`config.mk`:
```
export PLATFORM = sky130hd
export DESIGN_NAME = pe_wakeup_controller
export DESIGN_NICKNAME = d
export VERILOG_FILES = /design/src/wake_pkg.sv /design/src/edge_catch.sv /design/src/pe_wakeup_controller.sv
export SDC_FILE = /design/constraint.sdc
export NUM_CORES = 1
export LEC_CHECK = 0
export ABC_AREA = 1
export BUFFER_PORTS_ARGS = -buffer_cell sky130_fd_sc_hd__buf_2
export CAP_MARGIN = 20
export CORE_AREA = 2 2 110 112
export DETAILED_ROUTE_END_ITERATION = 7
export DIE_AREA = 0 0 112 114
export SYNTH_ARGS = -nofsm -noshare
export SYNTH_HDL_FRONTEND = slang
export SYNTH_HIERARCHICAL = 1
export SYNTH_SLANG_ARGS = --single-unit
export TNS_END_PERCENT = 5
```
`constraint.sdc`:
```
create_clock -name CLK -period 1.6 [get_ports CLK]
set_input_delay 0.08 -clock CLK [delete_from_list [all_inputs] [get_ports CLK]]
set_output_delay 0.08 -clock CLK [all_outputs]
set_load 0.005 [all_outputs]
```
`src/wake_pkg.sv`:
```
// Shared constants for the processing element wakeup controller
package wake_pkg;
  localparam int unsigned NUM_ELEMENTS = 4;
  localparam int unsigned NUM_AON_SRC  = 2;
  // Power-up step time and reset hold time, in nanoseconds
  localparam int unsigned CLK_PERIOD_NS  = 40;
  localparam int unsigned PWR_UP_TIME_NS = 400;
  localparam int unsigned RST_HOLD_NS    = 200;
  localparam int unsigned PWR_UP_CYCLES  = (PWR_UP_TIME_NS + CLK_PERIOD_NS - 1) / CLK_PERIOD_NS;
  localparam int unsigned RST_HOLD_CYCLES = (RST_HOLD_NS + CLK_PERIOD_NS - 1) / CLK_PERIOD_NS;
  localparam int unsigned CNT_W = 8;
  // Interrupt type codes carried with each wakeup candidate
  typedef enum logic [2:0] {
    IRQ_SHARED_DIRECT   = 3'h0,
    IRQ_SOFTWARE_GEN    = 3'h1,
    IRQ_PRIVATE_ELEMENT = 3'h2,
    IRQ_LOCALITY_MSG    = 3'h3,
    IRQ_SHARED_ROUTED   = 3'h4
  } irq_type_e;
  // Per-element power sequence
  typedef enum logic [2:0] {
    SEQ_IDLE    = 3'h0,
    SEQ_POWER   = 3'h1,
    SEQ_RESET   = 3'h2,
    SEQ_RESTORE = 3'h3,
    SEQ_DONE    = 3'h4
  } seq_state_e;
endpackage

```
`src/edge_catch.sv`:
```
// Three-stage synchroniser with sticky edge capture for one wake line
module edge_catch (
  // Clock and reset
  input  wire logic CLK,
  input  wire logic RST_N,
  // Raw line and capture control
  input  wire logic raw_in,
  input  wire logic clear,
  output logic      pending,
  output logic      level
);
  logic [2:0] sync_q, sync_d;
  logic       stable_q, stable_d;
  logic       pend_q, pend_d;
  logic       rise;

  always_comb begin
    sync_d   = {sync_q[1:0], raw_in};
    stable_d = stable_q;
    // Second and third stage must agree before the level counts
    if (sync_q[1] == sync_q[2]) begin
      stable_d = sync_q[2];
    end
    rise = stable_d & ~stable_q;
    // Edge kept sticky
    // Set beats clear so an edge landing on the clear cycle survives
    pend_d = rise | (pend_q & ~clear);
  end

  always_ff @(posedge CLK) begin
    if (!RST_N) begin
      sync_q   <= 3'h0;
      stable_q <= 1'b0;
      pend_q   <= 1'b0;
    end else begin
      sync_q   <= sync_d;
      stable_q <= stable_d;
      pend_q   <= pend_d;
    end
  end

  assign pending = pend_q;
  assign level   = stable_q;

  a_edge_kept: assert property (@(posedge CLK) disable iff (!RST_N)
    (stable_d & ~stable_q) |=> pending)
    else $error("Captured edge not held pending");
endmodule

```
`src/pe_wakeup_controller.sv`:
```
// Wakeup controller bringing processing elements out of low-power states
// Operation
// - An element leaves low power on a wakeup interrupt, ignoring its mask bits and the priority.
// - Shared direct, software generated, private per-element and locality message interrupts are wakeup types.
// - Only interrupts enabled in the distributor may wake an element.
// - With the controller off, a programmable target element is woken on wakeup timer or watchdog expiry.
// - A timer or watchdog that wakes an element still raises its normal interrupt toward the controller.
// - After return from sleep or off, an interrupt naming the waking device is presented to software.
// - That interrupt is pending in the controller before restore firmware hands control back.
// - The identifying interrupt travels the ordinary device to controller path only.
// - An edge wake event is captured so it both wakes the system and is later delivered.
// - A wake powers the target element and the controller, then releases element reset before restore.
// - The controller's wake request starts power-up of the targeted element.
// - Always-on sources such as bus wake or network wake can wake elements without the controller.
// - In the deep state the wakeup timer wakes a chosen element set.
// - No message interrupts are passed to the controller while it is powered down; MSG_IRQ_PASS follows CTRL_POWERED one cycle late.
module pe_wakeup_controller #(
  parameter int unsigned N_PE  = wake_pkg::NUM_ELEMENTS,
  parameter int unsigned N_AON = wake_pkg::NUM_AON_SRC
) (
  // Clock and reset
  input  wire logic             CLK,
  input  wire logic             RST_N,
  // Interrupt candidate from the controller side
  input  wire logic             IRQ_VALID,
  input  wire logic [2:0]       IRQ_TYPE,
  input  wire logic             IRQ_ENABLED,
  input  wire logic [N_PE-1:0]  IRQ_TARGET,
  input  wire logic [N_PE-1:0]  CTRL_WAKE_REQ,
  input  wire logic             CTRL_POWERED,
  // Always-on wake sources, asynchronous
  input  wire logic             TIMER_EXPIRE,
  input  wire logic             WDOG_EXPIRE,
  input  wire logic [N_AON-1:0] AON_WAKE,
  // Target selection, static configuration
  input  wire logic [N_PE-1:0]  TIMER_TARGET,
  input  wire logic [N_PE-1:0]  WDOG_TARGET,
  input  wire logic [N_PE-1:0]  AON_TARGET,
  // Element status and handshake
  input  wire logic [N_PE-1:0]  PE_ASLEEP,
  input  wire logic [N_PE-1:0]  PE_RESTORE_DONE,
  input  wire logic             CTRL_IRQ_ACCEPT,
  // Power and reset outputs
  output logic      [N_PE-1:0]  PE_POWER_ON,
  output logic      [N_PE-1:0]  PE_RESET_N,
  output logic      [N_PE-1:0]  PE_RELEASE_OS,
  output logic                  CTRL_POWER_ON,
  // Interrupt delivery toward the controller
  output logic                  TIMER_IRQ,
  output logic                  WDOG_IRQ,
  output logic      [N_AON-1:0] AON_IRQ,
  output logic                  MSG_IRQ_PASS
);
  localparam int unsigned NSRC = 2 + N_AON;

  // Wider counts would overflow the packed vectors and the step counters
  if (N_PE < 1 || N_PE > 32 || N_AON < 1 || N_AON > 16 ||
      wake_pkg::PWR_UP_CYCLES >= (1 << wake_pkg::CNT_W) ||
      wake_pkg::RST_HOLD_CYCLES >= (1 << wake_pkg::CNT_W)) begin : g_bad_cfg
    $error("Unsupported element or source count");
  end

  localparam logic [wake_pkg::CNT_W-1:0] PWR_CNT = wake_pkg::CNT_W'(wake_pkg::PWR_UP_CYCLES);
  localparam logic [wake_pkg::CNT_W-1:0] RST_CNT = wake_pkg::CNT_W'(wake_pkg::RST_HOLD_CYCLES);

  // Source capture
  logic [NSRC-1:0] src_raw, src_pend, src_lvl, src_clr;
  assign src_raw = {AON_WAKE, WDOG_EXPIRE, TIMER_EXPIRE};

  for (genvar s = 0; s < NSRC; s++) begin : g_src
    edge_catch u_catch (
      .CLK     (CLK),
      .RST_N   (RST_N),
      .raw_in  (src_raw[s]),
      .clear   (src_clr[s]),
      .pending (src_pend[s]),
      .level   (src_lvl[s])
    );
  end

  function automatic logic [N_PE-1:0] src_target(input int unsigned s);
    if (s == 0) begin
      return TIMER_TARGET;
    end else if (s == 1) begin
      return WDOG_TARGET;
    end
    return AON_TARGET;
  endfunction

  // Wakeup interrupt qualification
  logic is_wake_type;
  logic [N_PE-1:0] irq_wake;
  always_comb begin
    unique case (wake_pkg::irq_type_e'(IRQ_TYPE))
      wake_pkg::IRQ_SHARED_DIRECT,
      wake_pkg::IRQ_SOFTWARE_GEN,
      wake_pkg::IRQ_PRIVATE_ELEMENT,
      wake_pkg::IRQ_LOCALITY_MSG: is_wake_type = 1'b1;
      default:                    is_wake_type = 1'b0;
    endcase
    irq_wake = (IRQ_VALID && IRQ_ENABLED && is_wake_type) ? IRQ_TARGET : '0;
  end

  // Per-element wake latch and power sequence
  wake_pkg::seq_state_e            st_q [N_PE];
  wake_pkg::seq_state_e            st_d [N_PE];
  logic [wake_pkg::CNT_W-1:0]      cnt_q [N_PE];
  logic [wake_pkg::CNT_W-1:0]      cnt_d [N_PE];
  logic [N_PE-1:0]                 latch_q, latch_d;
  logic [N_PE-1:0]                 req_set, seq_done;
  logic [NSRC-1:0]                 src_owed_q, src_owed_d;

  always_comb begin
    req_set = irq_wake | CTRL_WAKE_REQ;
    // Timer, watchdog and always-on lines wake with controller off
    for (int unsigned s = 0; s < NSRC; s++) begin
      if (src_pend[s]) begin
        req_set = req_set | src_target(s);
      end
    end
    req_set = req_set & PE_ASLEEP;
  end

  always_comb begin
    seq_done = '0;
    for (int unsigned p = 0; p < N_PE; p++) begin
      st_d[p]  = st_q[p];
      cnt_d[p] = cnt_q[p];
      unique case (st_q[p])
        wake_pkg::SEQ_IDLE: begin
          if (latch_q[p]) begin
            st_d[p]  = wake_pkg::SEQ_POWER;
            cnt_d[p] = PWR_CNT;
          end
        end
        wake_pkg::SEQ_POWER: begin
          if (cnt_q[p] == '0 && CTRL_POWERED) begin
            st_d[p]  = wake_pkg::SEQ_RESET;
            cnt_d[p] = RST_CNT;
          end else if (cnt_q[p] != '0) begin
            cnt_d[p] = cnt_q[p] - 1'b1;
          end
        end
        wake_pkg::SEQ_RESET: begin
          if (cnt_q[p] == '0) begin
            st_d[p] = wake_pkg::SEQ_RESTORE;
          end else begin
            cnt_d[p] = cnt_q[p] - 1'b1;
          end
        end
        wake_pkg::SEQ_RESTORE: begin
          if (PE_RESTORE_DONE[p] && (src_owed_q == '0)) begin
            st_d[p] = wake_pkg::SEQ_DONE;
          end
        end
        wake_pkg::SEQ_DONE: begin
          seq_done[p] = 1'b1;
          st_d[p]     = wake_pkg::SEQ_IDLE;
        end
        default: st_d[p] = wake_pkg::SEQ_IDLE;
      endcase
    end
    latch_d = req_set | (latch_q & ~seq_done);
  end

  // Owed deliveries: an edge has woken the system and must still reach the controller
  always_comb begin
    src_owed_d = src_owed_q;
    src_clr    = '0;
    for (int unsigned s = 0; s < NSRC; s++) begin
      if (src_pend[s] && !src_owed_q[s]) begin
        src_clr[s]    = 1'b1;
        src_owed_d[s] = 1'b1;
      end else if (src_owed_q[s] && CTRL_POWERED && CTRL_IRQ_ACCEPT) begin
        src_owed_d[s] = 1'b0;
      end
    end
  end

  always_ff @(posedge CLK) begin
    if (!RST_N) begin
      latch_q    <= '0;
      src_owed_q <= '0;
      for (int unsigned p = 0; p < N_PE; p++) begin
        st_q[p]  <= wake_pkg::SEQ_IDLE;
        cnt_q[p] <= '0;
      end
    end else begin
      latch_q    <= latch_d;
      src_owed_q <= src_owed_d;
      for (int unsigned p = 0; p < N_PE; p++) begin
        st_q[p]  <= st_d[p];
        cnt_q[p] <= cnt_d[p];
      end
    end
  end

  // Registered outputs
  logic [N_PE-1:0]  pwr_d, rstn_d, rel_d;
  logic [NSRC-1:0]  irq_d;
  logic             cpwr_d, msg_d;
  logic [N_PE-1:0]  pwr_q, rstn_q, rel_q;
  logic [NSRC-1:0]  irq_q;
  logic             cpwr_q, msg_q;
  logic [N_PE-1:0]  awake_now;

  always_comb begin
    for (int unsigned p = 0; p < N_PE; p++) begin
      // Release cycle counts as awake, so power and reset do not blink before the element reports running
      awake_now[p] = !PE_ASLEEP[p] || (st_q[p] == wake_pkg::SEQ_DONE);
      pwr_d[p]     = (st_d[p] != wake_pkg::SEQ_IDLE) || awake_now[p];
      rstn_d[p]    = (st_d[p] == wake_pkg::SEQ_RESTORE) || (st_d[p] == wake_pkg::SEQ_DONE) || awake_now[p];
      rel_d[p]     = (st_d[p] == wake_pkg::SEQ_DONE);
    end
    // Controller powered with any waking element
    cpwr_d = (latch_d != '0) || (awake_now != '0);
    irq_d = src_owed_d | src_lvl;
    msg_d = CTRL_POWERED;
  end

  always_ff @(posedge CLK) begin
    if (!RST_N) begin
      pwr_q  <= '0;
      rstn_q <= '0;
      rel_q  <= '0;
      irq_q  <= '0;
      cpwr_q <= 1'b0;
      msg_q  <= 1'b0;
    end else begin
      pwr_q  <= pwr_d;
      rstn_q <= rstn_d;
      rel_q  <= rel_d;
      irq_q  <= irq_d;
      cpwr_q <= cpwr_d;
      msg_q  <= msg_d;
    end
  end

  assign PE_POWER_ON   = pwr_q;
  assign PE_RESET_N    = rstn_q;
  assign PE_RELEASE_OS = rel_q;
  assign CTRL_POWER_ON = cpwr_q;
  assign TIMER_IRQ     = irq_q[0];
  assign WDOG_IRQ      = irq_q[1];
  assign AON_IRQ       = irq_q[NSRC-1:2];
  assign MSG_IRQ_PASS  = msg_q;

  // Checks
  a_irq_wakes: assert property (@(posedge CLK) disable iff (!RST_N)
    (IRQ_VALID && IRQ_ENABLED && is_wake_type && (IRQ_TARGET & PE_ASLEEP) != '0)
      |=> ((latch_q & $past(IRQ_TARGET) & $past(PE_ASLEEP)) != '0))
    else $error("Wakeup interrupt did not latch");
  a_disabled_quiet: assert property (@(posedge CLK) disable iff (!RST_N)
    (IRQ_VALID && !IRQ_ENABLED) |-> (irq_wake == '0))
    else $error("Disabled interrupt raised wake");
  a_type_filter: assert property (@(posedge CLK) disable iff (!RST_N)
    (IRQ_VALID && IRQ_TYPE == wake_pkg::IRQ_SHARED_ROUTED) |-> (irq_wake == '0))
    else $error("Routed shared interrupt woke element");
  a_timer_wakes: assert property (@(posedge CLK) disable iff (!RST_N)
    (src_pend[0] && (TIMER_TARGET & PE_ASLEEP) != '0) |=> (latch_q != '0))
    else $error("Timer expiry did not latch wake");
  a_latch_sticky: assert property (@(posedge CLK) disable iff (!RST_N)
    ($past(latch_q[0]) && !$past(seq_done[0])) |-> latch_q[0])
    else $error("Wake latch dropped early");
  a_reset_after_pwr: assert property (@(posedge CLK) disable iff (!RST_N)
    $rose(PE_RESET_N[0]) |-> $past(PE_POWER_ON[0], 2))
    else $error("Reset released before power");
  a_release_owed: assert property (@(posedge CLK) disable iff (!RST_N)
    $rose(PE_RELEASE_OS[0]) |-> ($past(src_owed_q) == '0))
    else $error("Hand-back before interrupt pending");
  a_msg_gate: assert property (@(posedge CLK) disable iff (!RST_N)
    !CTRL_POWERED |=> !MSG_IRQ_PASS)
    else $error("Message passed with controller off");
  a_timer_irq: assert property (@(posedge CLK) disable iff (!RST_N)
    src_owed_q[0] |-> TIMER_IRQ)
    else $error("Timer interrupt not raised");
  a_power_kept: assert property (@(posedge CLK) disable iff (!RST_N)
    PE_RELEASE_OS[0] |=> (PE_POWER_ON[0] && PE_RESET_N[0]))
    else $error("Element lost power after hand-back");
  a_release_pulse: assert property (@(posedge CLK) disable iff (!RST_N)
    PE_RELEASE_OS[0] |=> !PE_RELEASE_OS[0])
    else $error("Hand-back pulse longer than one cycle");
  a_ctrl_on_wake: assert property (@(posedge CLK) disable iff (!RST_N)
    (latch_d != '0) |=> CTRL_POWER_ON)
    else $error("Controller not powered for a wake");

  c_irq_wake:  cover property (@(posedge CLK) disable iff (!RST_N) (irq_wake != '0));
  c_timer:     cover property (@(posedge CLK) disable iff (!RST_N) src_pend[0] && !CTRL_POWERED);
  c_aon:       cover property (@(posedge CLK) disable iff (!RST_N) src_pend[NSRC-1]);
  c_wdog:      cover property (@(posedge CLK) disable iff (!RST_N) src_pend[1]);
  c_release:   cover property (@(posedge CLK) disable iff (!RST_N) $rose(PE_RELEASE_OS[0]));
endmodule

```
Word-level counts from Yosys, hierarchy flattened
Memory sizes are Yosys's and may differ from the RTL's. Index checks and enable logic that the tools add are counted.

Input bits: 41. Register bits after elaboration: 46. Memories kept: 2. Output and inout port bits: 18. Memory bits (writable): 44.

Eq/ne operators: 31. Reduce and logical (&&, ||, !) cells: 68. Bitwise operators: 38. Add/sub/neg operators: 4. Multiplexer cells: 82.

Memories: cnt_q (depth 4, width 8, read ports 4, clocked after Yosys merged registers in 0, write ports 4, line pe_wakeup_controller.sv:107) `logic [wake_pkg::CNT_W-1:0] cnt_q [N_PE];`; st_q (depth 4, width 3, read ports 4, clocked after Yosys merged registers in 0, write ports 4, line pe_wakeup_controller.sv:105) `wake_pkg::seq_state_e st_q [N_PE];`.

Operators with widths (count): 2-to-1 mux 8 bit (20); case mux 8 bit (3 select lines) (4); 2-to-1 mux 3 bit (20); case mux 3 bit (4 select lines) (4); == test 3 x 2 -> 1 bit (second input constant) (14); 2-to-1 mux 4 bit (9); logical NOT 8 bit (4); nonzero test 8 bit (4); subtractor 8 x 1 -> 8 bit (second input constant) (4); OR 4 bit (7); 2-to-1 mux 1 bit (25); == test 3 bit (second input constant) (8); logical AND 1 bit (22); logical OR 1 bit (17); == test 3 x 1 -> 1 bit (second input constant) (5); logical NOT 3 bit (5); OR 1 bit (12); nonzero test 3 bit (4); AND 1 bit (8); AND 4 bit (2); logical NOT 1 bit (8); inverter 1 bit (8); nonzero test 4 bit (2); == test 1 bit (4); 3 further kinds (3).

Depth between registers and ports, before layout
Gate-level depths: netlist of the first run.

Depth after elaboration: 18. Mapped depth: 12. Gate-level depth less buffers: 12.

Modules after synthesis
The synthesis of the first run kept the hierarchy.

Modules (own cells, without submodules): pe_wakeup_controller (area an instance 3997.6 µm², seq. area each 1401.3 µm², instances 1, cells each 642); edge_catch (area an instance 157.7 µm², seq. area each 100.1 µm², instances 4, cells each 18).

Worst setup path after synthesis of the first run
Ideal clock, no wire load.

Path type: register -> register. Start: memory cnt_q[3][0] (netlist name). End: memory cnt_q[3][0] (netlist name). Stages on the path, launching flop included: 13. Data arrival time: 1353 ps. Path slack: 120 ps. Period minus slack after synthesis: 1480 ps. Cells stage by stage: dfxtp_1 -> inv_1 -> ha_1 -> nand3_2 -> nor2_4 -> nand2_2 -> nand2_2 -> nand2_2 -> nand2_2 -> buf_6 -> nand2_1 -> nand2_1 -> nor2_1.

RTL lines (line): from (decl) (pe_wakeup_controller.sv:107).

==> flow_metrics.py, run 1 <==
metrics = {
    "status": {
        "run_status": "completed",
    },
    "clock_network": {
        "cts_tree": "yes",
        "clk_path_buf_depth": 2,
        "cts_htree_levels": 3,
        "cts_root_buf": "clkbuf_16",
        "numCtsBuffers": 9,
        "clock_latency_ns": 0.34,
        "clk_pin_slew_ns": 0.07,
        "clock-sinks": 90,
    },
    "sta": {
        "finalCritPeriodShare": 0.932,
        "fin_ws_ns": 0.108,
        "hold_viol_final": 0,
        "holdWs_ns": 0.0270,
        "max_freq_mhz": 670,
        "drv_slew": 0,
        "skew_ns": 0.00777,
        "max_slew_margin": 0.684,
        "max_slew.worst_pin.slew_ns": 0.470,
        "fin_setup_tns_ns": 0,
        "finalCriticalPeriod_ns": 1.49,
        "setup_violations": 0,
        "grt_setup_unrepaired": "yes",
    },
    "synth": {
        "synth_fp_nets": 761,
        "ys_seq_area_frac": 0.389,
        "netlist.area_leader.share": 0.389,
        "synthCells": 714,
        "synth_top_cell_by_area": "dfxtp_1",
        "synth_area_um2": 4630,
        "async_reset_ff_frac": 0,
        "yosysWarnings": 6,
        "yosys-top-cells-area": "dfxtp_1 (39%), nand2_1 (15%), inv_1 (9.9%)",
        "synthDistinctLibCells": 35,
        "synth_edf_count": 0,
        "synth_top_cells_by_count": "nand2_1 (179), inv_1 (122), nor2_1 (113)",
        "synth_area_per_cell_um2": 6.48,
        "yosysMostFrequentCell": "nand2_1",
        "ys_ff_latch": 90,
        "synth_ff_type": "dfxtp_1",
    },
    "finish": {
        "drive_gt1_frac": 0.188,
        "multi_input_area_um2": 2410,
        "nets": 841,
        "regMostFlops": "cnt_q",
        "fin_cells": 946,
        "antenna_cells": 0,
        "area_growth_syn_to_layout_pct": 23.0,
        "seq_area_um2": 1800,
        "fillCellCount": 1189,
        "reg.largest.list": "cnt_q x32, g_src.u_catch/sync_q x12, st_q x12",
        "largest_reg_flops": 32,
    },
    "placed_design": {
        "gp_congestion": 0.852,
        "pre_cts_ws_ns": 0.0264,
        "port-buffer-count": 56,
        "dp.cells": 919,
        "dpl.hpwl_um": 8000,
    },
    "worst_setup_path": {
        "cp_max_fo": 6,
        "cp_data_required_time_ns": 1.83,
        "path_class": "flop to flop",
        "arrival_ns": 1.72,
        "cp-start-kind": "flop",
        "cp-end-kind": "flop",
    },
    "routing": {
        "first_iter_violations": 234,
        "firstDrtPassIters": 5,
        "drt-total-wl_um": 10900,
        "viasPerCell": 4.75,
        "drc": 0,
        "vias": 4491,
        "postRouteAntennaNets": 0,
        "avgRoutedWirePerCell_um": 11.5,
    },
    "job": {
        "maxCapViolations": 0,
    },
    "global_routing": {
        "grt.total_usage": 0.175,
        "grt_max_degree": 45,
        "grt_pass1_vias": 4191,
        "grt_pass1_wl_um": 18200,
        "grt_overflow": 0,
        "antenna_found_initial": 0,
    },
    "pwr": {
        "vdd_ir_drop_max_uv": 762,
        "p_per_area_nw_per_um2": 1270,
        "p_leak_uw": 0.00287,
    },
    "floorplan": {
        "dieArea_um2": 12800,
        "die_h_um": 114,
        "start_util": 0.395,
        "core_area_um2": 11700,
        "ios": 59,
        "die_x_um": 112,
        "rows": 40,
    },
    "worst_hold_path": {
        "hp-class": "input port to flop",
    },
}
## final cells by class
cell class                 count  share of cell area
multi-input combinational    488               0.424
sequential                    90               0.317
inverter                     127              0.0842
timing repair buffer          78              0.0829
clock buffer                  12              0.0468
tap                          147              0.0323
clock inverter                 4              0.0127
## metal layers
metal | up-vias | GRT usage | part of all wire
met1 | 1993 | 0.212 | 0.46
li1 | 2385 | - | -
met5 | - | 0 | 0
met3 | 12 | 0.0563 | 0.056
met2 | 101 | 0.296 | 0.47
met4 | 0 | 0.0602 | 0.014
## layout by cell type, fill, tap and decap left out, types with 3 or more instances in the layout
cell type / instances
inv_2: 8
nor3_1: 6
nand2_2: 12
dlygate4sd3_1: 4
clkbuf_8: 3
ha_1: 4
nand4_1: 24
o21ai_0: 24
nor2_2: 13
a21oi_1: 30
nand3_2: 4
buf_2: 56
nor2_1: 108
dfxtp_1: 88
nand2_1: 173
clkbuf_16: 9
xor2_1: 4
nand3b_1: 4
o21ai_1: 8
nor2_4: 6
buf_4: 16
nand2_4: 4
nand3_1: 40
xnor2_1: 4
nor3_2: 3
inv_1: 117
## path summary, 6_finish.rpt
kind                                         startpoint                               endpoint  slack [ns]  depth (start not counted)
setup / recovery               cnt_q[1][0]$_SDFFE_PN0P_               cnt_q[1][5]$_SDFFE_PN0P_        0.11                          9
hold reg to reg   g_src[3].u_catch/sync_q[0]$_SDFF_PN0_  g_src[3].u_catch/sync_q[1]$_SDFF_PN0_        0.41                          2
setup reg to reg               cnt_q[1][0]$_SDFFE_PN0P_               cnt_q[1][5]$_SDFFE_PN0P_        0.11                          9
hold / removal                             PE_ASLEEP[0]                  latch_q[0]$_SDFF_PN0_        0.03                          3
## metrics by stage
| step | util | instance area (µm²) | power [µW] |
|---|---|---|---|
| floorplan | - | 4630 | 4170 |
| global placement | 0.439 | 5140 | 4620 |
| detailed placement | 0.439 | 5140 | 4660 |
| CTS | 0.471 | 5520 | 7070 |
| global route | 0.486 | 5690 | 7730 |
| finish | 0.486 | 5690 | 7230 |
## report_power, final
group	switching, µW	leakage, µW	internal (µW)
Clock	882	0.000165	1490
Sequential	162	0.000737	2450
Combinational	1370	0.00196	869
## kinds of logic (layout without fill, tap and decap cells)
logic type	after synthesis	count (layout)	share of synthesized area
compound gates	73	73	0.0846
xor+xnor	8	8	0.0151
fa+ha+maj	6	6	0.0162
buf+inv	136	221	0.115
flops	90	90	0.389
simple gates	401	401	0.380
## what timing repair did
action                                  in CTS  in global routing
buffers inserted                             0                  7
hold buffers                                 4                  0
hold endpoints to repair                     4                  0
endpoints found under the setup margin       0                 33
resized for setup                            0                 40
## worst max-delay path, cell delays in order, from the launching register on
cell     delay, ns
dfxtp_1       0.36
inv_1         0.08
ha_1          0.21
nand2_1       0.12
nor2_4        0.06
nand3_4       0.07
nand2_4       0.08
buf_4         0.16
o21ai_1       0.17
nor2_1        0.06
Power figures use the tool's default switching activity.
==> run 2: changes to the inputs <==
--- a/config.mk
+++ b/config.mk
@@ -5,12 +5,11 @@
 export SDC_FILE = /design/constraint.sdc
 export NUM_CORES = 1
 export LEC_CHECK = 0
-export ABC_AREA = 1
 export BUFFER_PORTS_ARGS = -buffer_cell sky130_fd_sc_hd__buf_2
 export CAP_MARGIN = 20
-export CORE_AREA = 2 2 110 112
+export CORE_AREA = 2 2 107 109
 export DETAILED_ROUTE_END_ITERATION = 7
-export DIE_AREA = 0 0 112 114
+export DIE_AREA = 0 0 109 111
 export SYNTH_ARGS = -nofsm -noshare
 export SYNTH_HDL_FRONTEND = slang
 export SYNTH_HIERARCHICAL = 1
==> flow_metrics.py, run 2 <==
metrics = {
    "status": {
        "run_status": "finished, violations left",
        "violations": "setup timing",
    },
    "sta": {
        "skew_ns": 0.00933,
        "finalCritPeriodShare": 1.04,
        "finalCriticalPeriod_ns": 1.66,
        "grt_setup_unrepaired": "yes",
        "setup_violations": 12,
        "max_slew_margin": 0.716,
        "drv_slew": 0,
        "hold_viol_final": 0,
        "fin_ws_ns": -0.0644,
        "max_freq_mhz": 601,
        "fin_setup_tns_ns": -0.415,
        "max_slew.worst_pin.slew_ns": 0.423,
    },
    "finish": {
        "final_cell_area_um2": 6000,
        "area_growth_syn_to_layout_pct": 37.1,
        "regMostFlops": "cnt_q",
        "drive_gt1_frac": 0.354,
        "seq_area_um2": 1820,
        "final_core_util": 0.542,
        "final_common_cell": "buf_4",
        "fillCellCount": 1012,
        "largest_reg_flops": 32,
        "antenna_cells": 0,
        "reg.largest.list": "cnt_q x32, g_src.u_catch/sync_q x12, st_q x12",
        "nets": 695,
        "multi_input_area_um2": 2630,
        "final_cell_mix": "buf_4 (85), dfxtp_1 (76), buf_2 (56), nor2_1 (46), nand2_1 (35)",
        "fin_cells": 796,
    },
    "floorplan": {
        "rows": 39,
        "core_area_um2": 11100,
        "ios": 59,
        "start_util": 0.395,
        "die_h_um": 111,
        "dieArea_um2": 12100,
        "die_x_um": 109,
    },
    "clock_network": {
        "clock_latency_ns": 0.34,
        "clock-sinks": 90,
        "cts_root_buf": "clkbuf_16",
        "cts_tree": "yes",
        "clk_path_buf_depth": 2,
        "numCtsBuffers": 9,
        "cts_htree_levels": 3,
        "clk_pin_slew_ns": 0.07,
    },
    "pwr": {
        "internal_power_uw": 5230,
        "vdd_ir_drop_max_uv": 700,
        "p_leak_uw": 0.00258,
        "swShare": 0.344,
        "share_seq_of_total_power": 0.341,
        "p_per_area_nw_per_um2": 1330,
        "switchingPower_uw": 2750,
        "combPwrFrac": 0.402,
        "p_clk_frac": 0.256,
    },
    "routing": {
        "avgRoutedWirePerCell_um": 14.7,
        "viasPerCell": 5.37,
        "first_iter_violations": 295,
        "drc": 0,
        "postRouteAntennaNets": 0,
        "firstDrtPassIters": 4,
        "vias": 4275,
        "drt-total-wl_um": 11700,
    },
    "worst_setup_path": {
        "cp_max_fo": 4,
        "cp_data_required_time_ns": 1.83,
        "cpMaxStageDelayCell": "dfxtp_1",
        "slowest_delay_ns": 0.32,
        "cp-end-kind": "flop",
        "arrival_ns": 1.90,
        "cp-start-kind": "flop",
        "critPathTopFamily": "simple AND/OR/NAND/NOR gates",
        "crit_buf_inv": 1,
        "path_class": "flop to flop",
        "path_cells": "inv_2 > ha_4 > nor4b_4 > and2_4 > a31oi_4 > a22o_1 > a21o_1",
    },
    "global_routing": {
        "grt.total_usage": 0.199,
        "grt_pass1_vias": 4140,
        "grt_max_degree": 39,
        "antenna_found_initial": 0,
        "grt_pass1_wl_um": 19300,
        "grt_overflow": 0,
    },
    "job": {
        "maxCapViolations": 0,
    },
    "synth": {
        "synthDistinctLibCells": 77,
        "yosysMostFrequentCell": "dfxtp_1",
        "ys_seq_area_frac": 0.411,
        "synth_fp_nets": 556,
        "yosys-top-cells-area": "dfxtp_1 (41%), nor2_1 (4.0%), nand2_1 (3.5%)",
        "synth_area_um2": 4380,
        "synth_area_per_cell_um2": 8.60,
        "yosysWarnings": 6,
        "synthCells": 509,
        "synth_ff_type": "dfxtp_1",
        "synth_top_cells_by_count": "dfxtp_1 (90), nor2_1 (47), nand2_1 (41)",
        "synth_edf_count": 0,
        "ys_ff_latch": 90,
        "async_reset_ff_frac": 0,
        "netlist.area_leader.share": 0.411,
        "synth_top_cell_by_area": "dfxtp_1",
    },
    "placed_design": {
        "gp_congestion": 0.847,
        "port-buffer-count": 56,
        "placed_cell_area_um2": 5450,
        "pre_cts_ws_ns": -0.125,
        "dp.cells": 770,
        "dpl.hpwl_um": 8420,
    },
    "worst_hold_path": {
        "hp-class": "input port to flop",
    },
}
==> run 2: path summary, 6_finish.rpt <==
path	start	endpoint	slack, ns	depth (start not counted)
worst min register to register	g_src[3].u_catch/sync_q[0]$_SDFF_PN0_	g_src[3].u_catch/sync_q[1]$_SDFF_PN0_	0.43	1
worst min-delay path	CTRL_IRQ_ACCEPT	src_owed_q[3]$_SDFF_PN0_	0.02	2
worst max register to register	cnt_q[0][0]$_SDFFE_PN0P_	cnt_q[0][6]$_SDFFE_PN0P_	-0.06	7
worst max-delay path	cnt_q[0][0]$_SDFFE_PN0P_	cnt_q[0][6]$_SDFFE_PN0P_	-0.06	7
==> run 2: power groups by stage <==
| stage | Combinational (µW) | Sequential [µW] | Clock, µW |
|---|---|---|---|
| after floorplan | 1740 | 2740 | 0 |
| after global placement | 2800 | 2750 | 0 |
| after detailed placement | 2830 | 2760 | 0 |
| after CTS | 2950 | 2710 | 2100 |
| after global routing | 3520 | 2760 | 2220 |
| final | 3210 | 2720 | 2050 |
==> run 2: cell type report <==
cell class / instances / share of cell area
tap: 143 / 0.0298
multi-input combinational: 379 / 0.438
clock buffer: 10 / 0.0398
inverter: 18 / 0.0113
timing repair buffer: 150 / 0.170
sequential: 90 / 0.303
clock inverter: 6 / 0.00792
==> run 2: through the flow <==
stage | hold slack, ns | power [µW]
5_1_grt | 0.0167 | 8500
2_1_floorplan | 0.172 | 4480
3_5_place_dp | 0.286 | 5600
6_report | 0.0216 | 7980
3_3_place_gp | 0.280 | 5550
4_1_cts | 0.0107 | 7770
==> run 2: repair_timing <==
| action | in CTS | in global routing |
|---|---|---|
| cloned | 0 | 1 |
| endpoints found under the hold margin | 6 | 0 |
| resized for setup | 15 | 36 |
| setup endpoints to repair | 29 | 40 |
| hold buffers | 6 | 0 |
| buffers inserted | 1 | 2 |
| pin swaps | 10 | 24 |
==> run 2: cells by family after synthesis <==
family	count (synthesis)	synth area share
AOI/OAI and AO/OA	147	0.242
xor gates and xnor gates	5	0.0100
adders and majority gates	6	0.0171
buffers and inverters	41	0.0380
DFF	90	0.411
muxes	2	0.00457
and+or+nand+nor	218	0.277
==> run 2: routing by layer <==
layer	global-route usage	vias to the layer above	wire length, µm
met5	0	-	0
met4	0.0547	0	172
met3	0.0376	14	342
met2	0.338	59	5870
met1	0.254	2036	5340
li1	-	2166	-
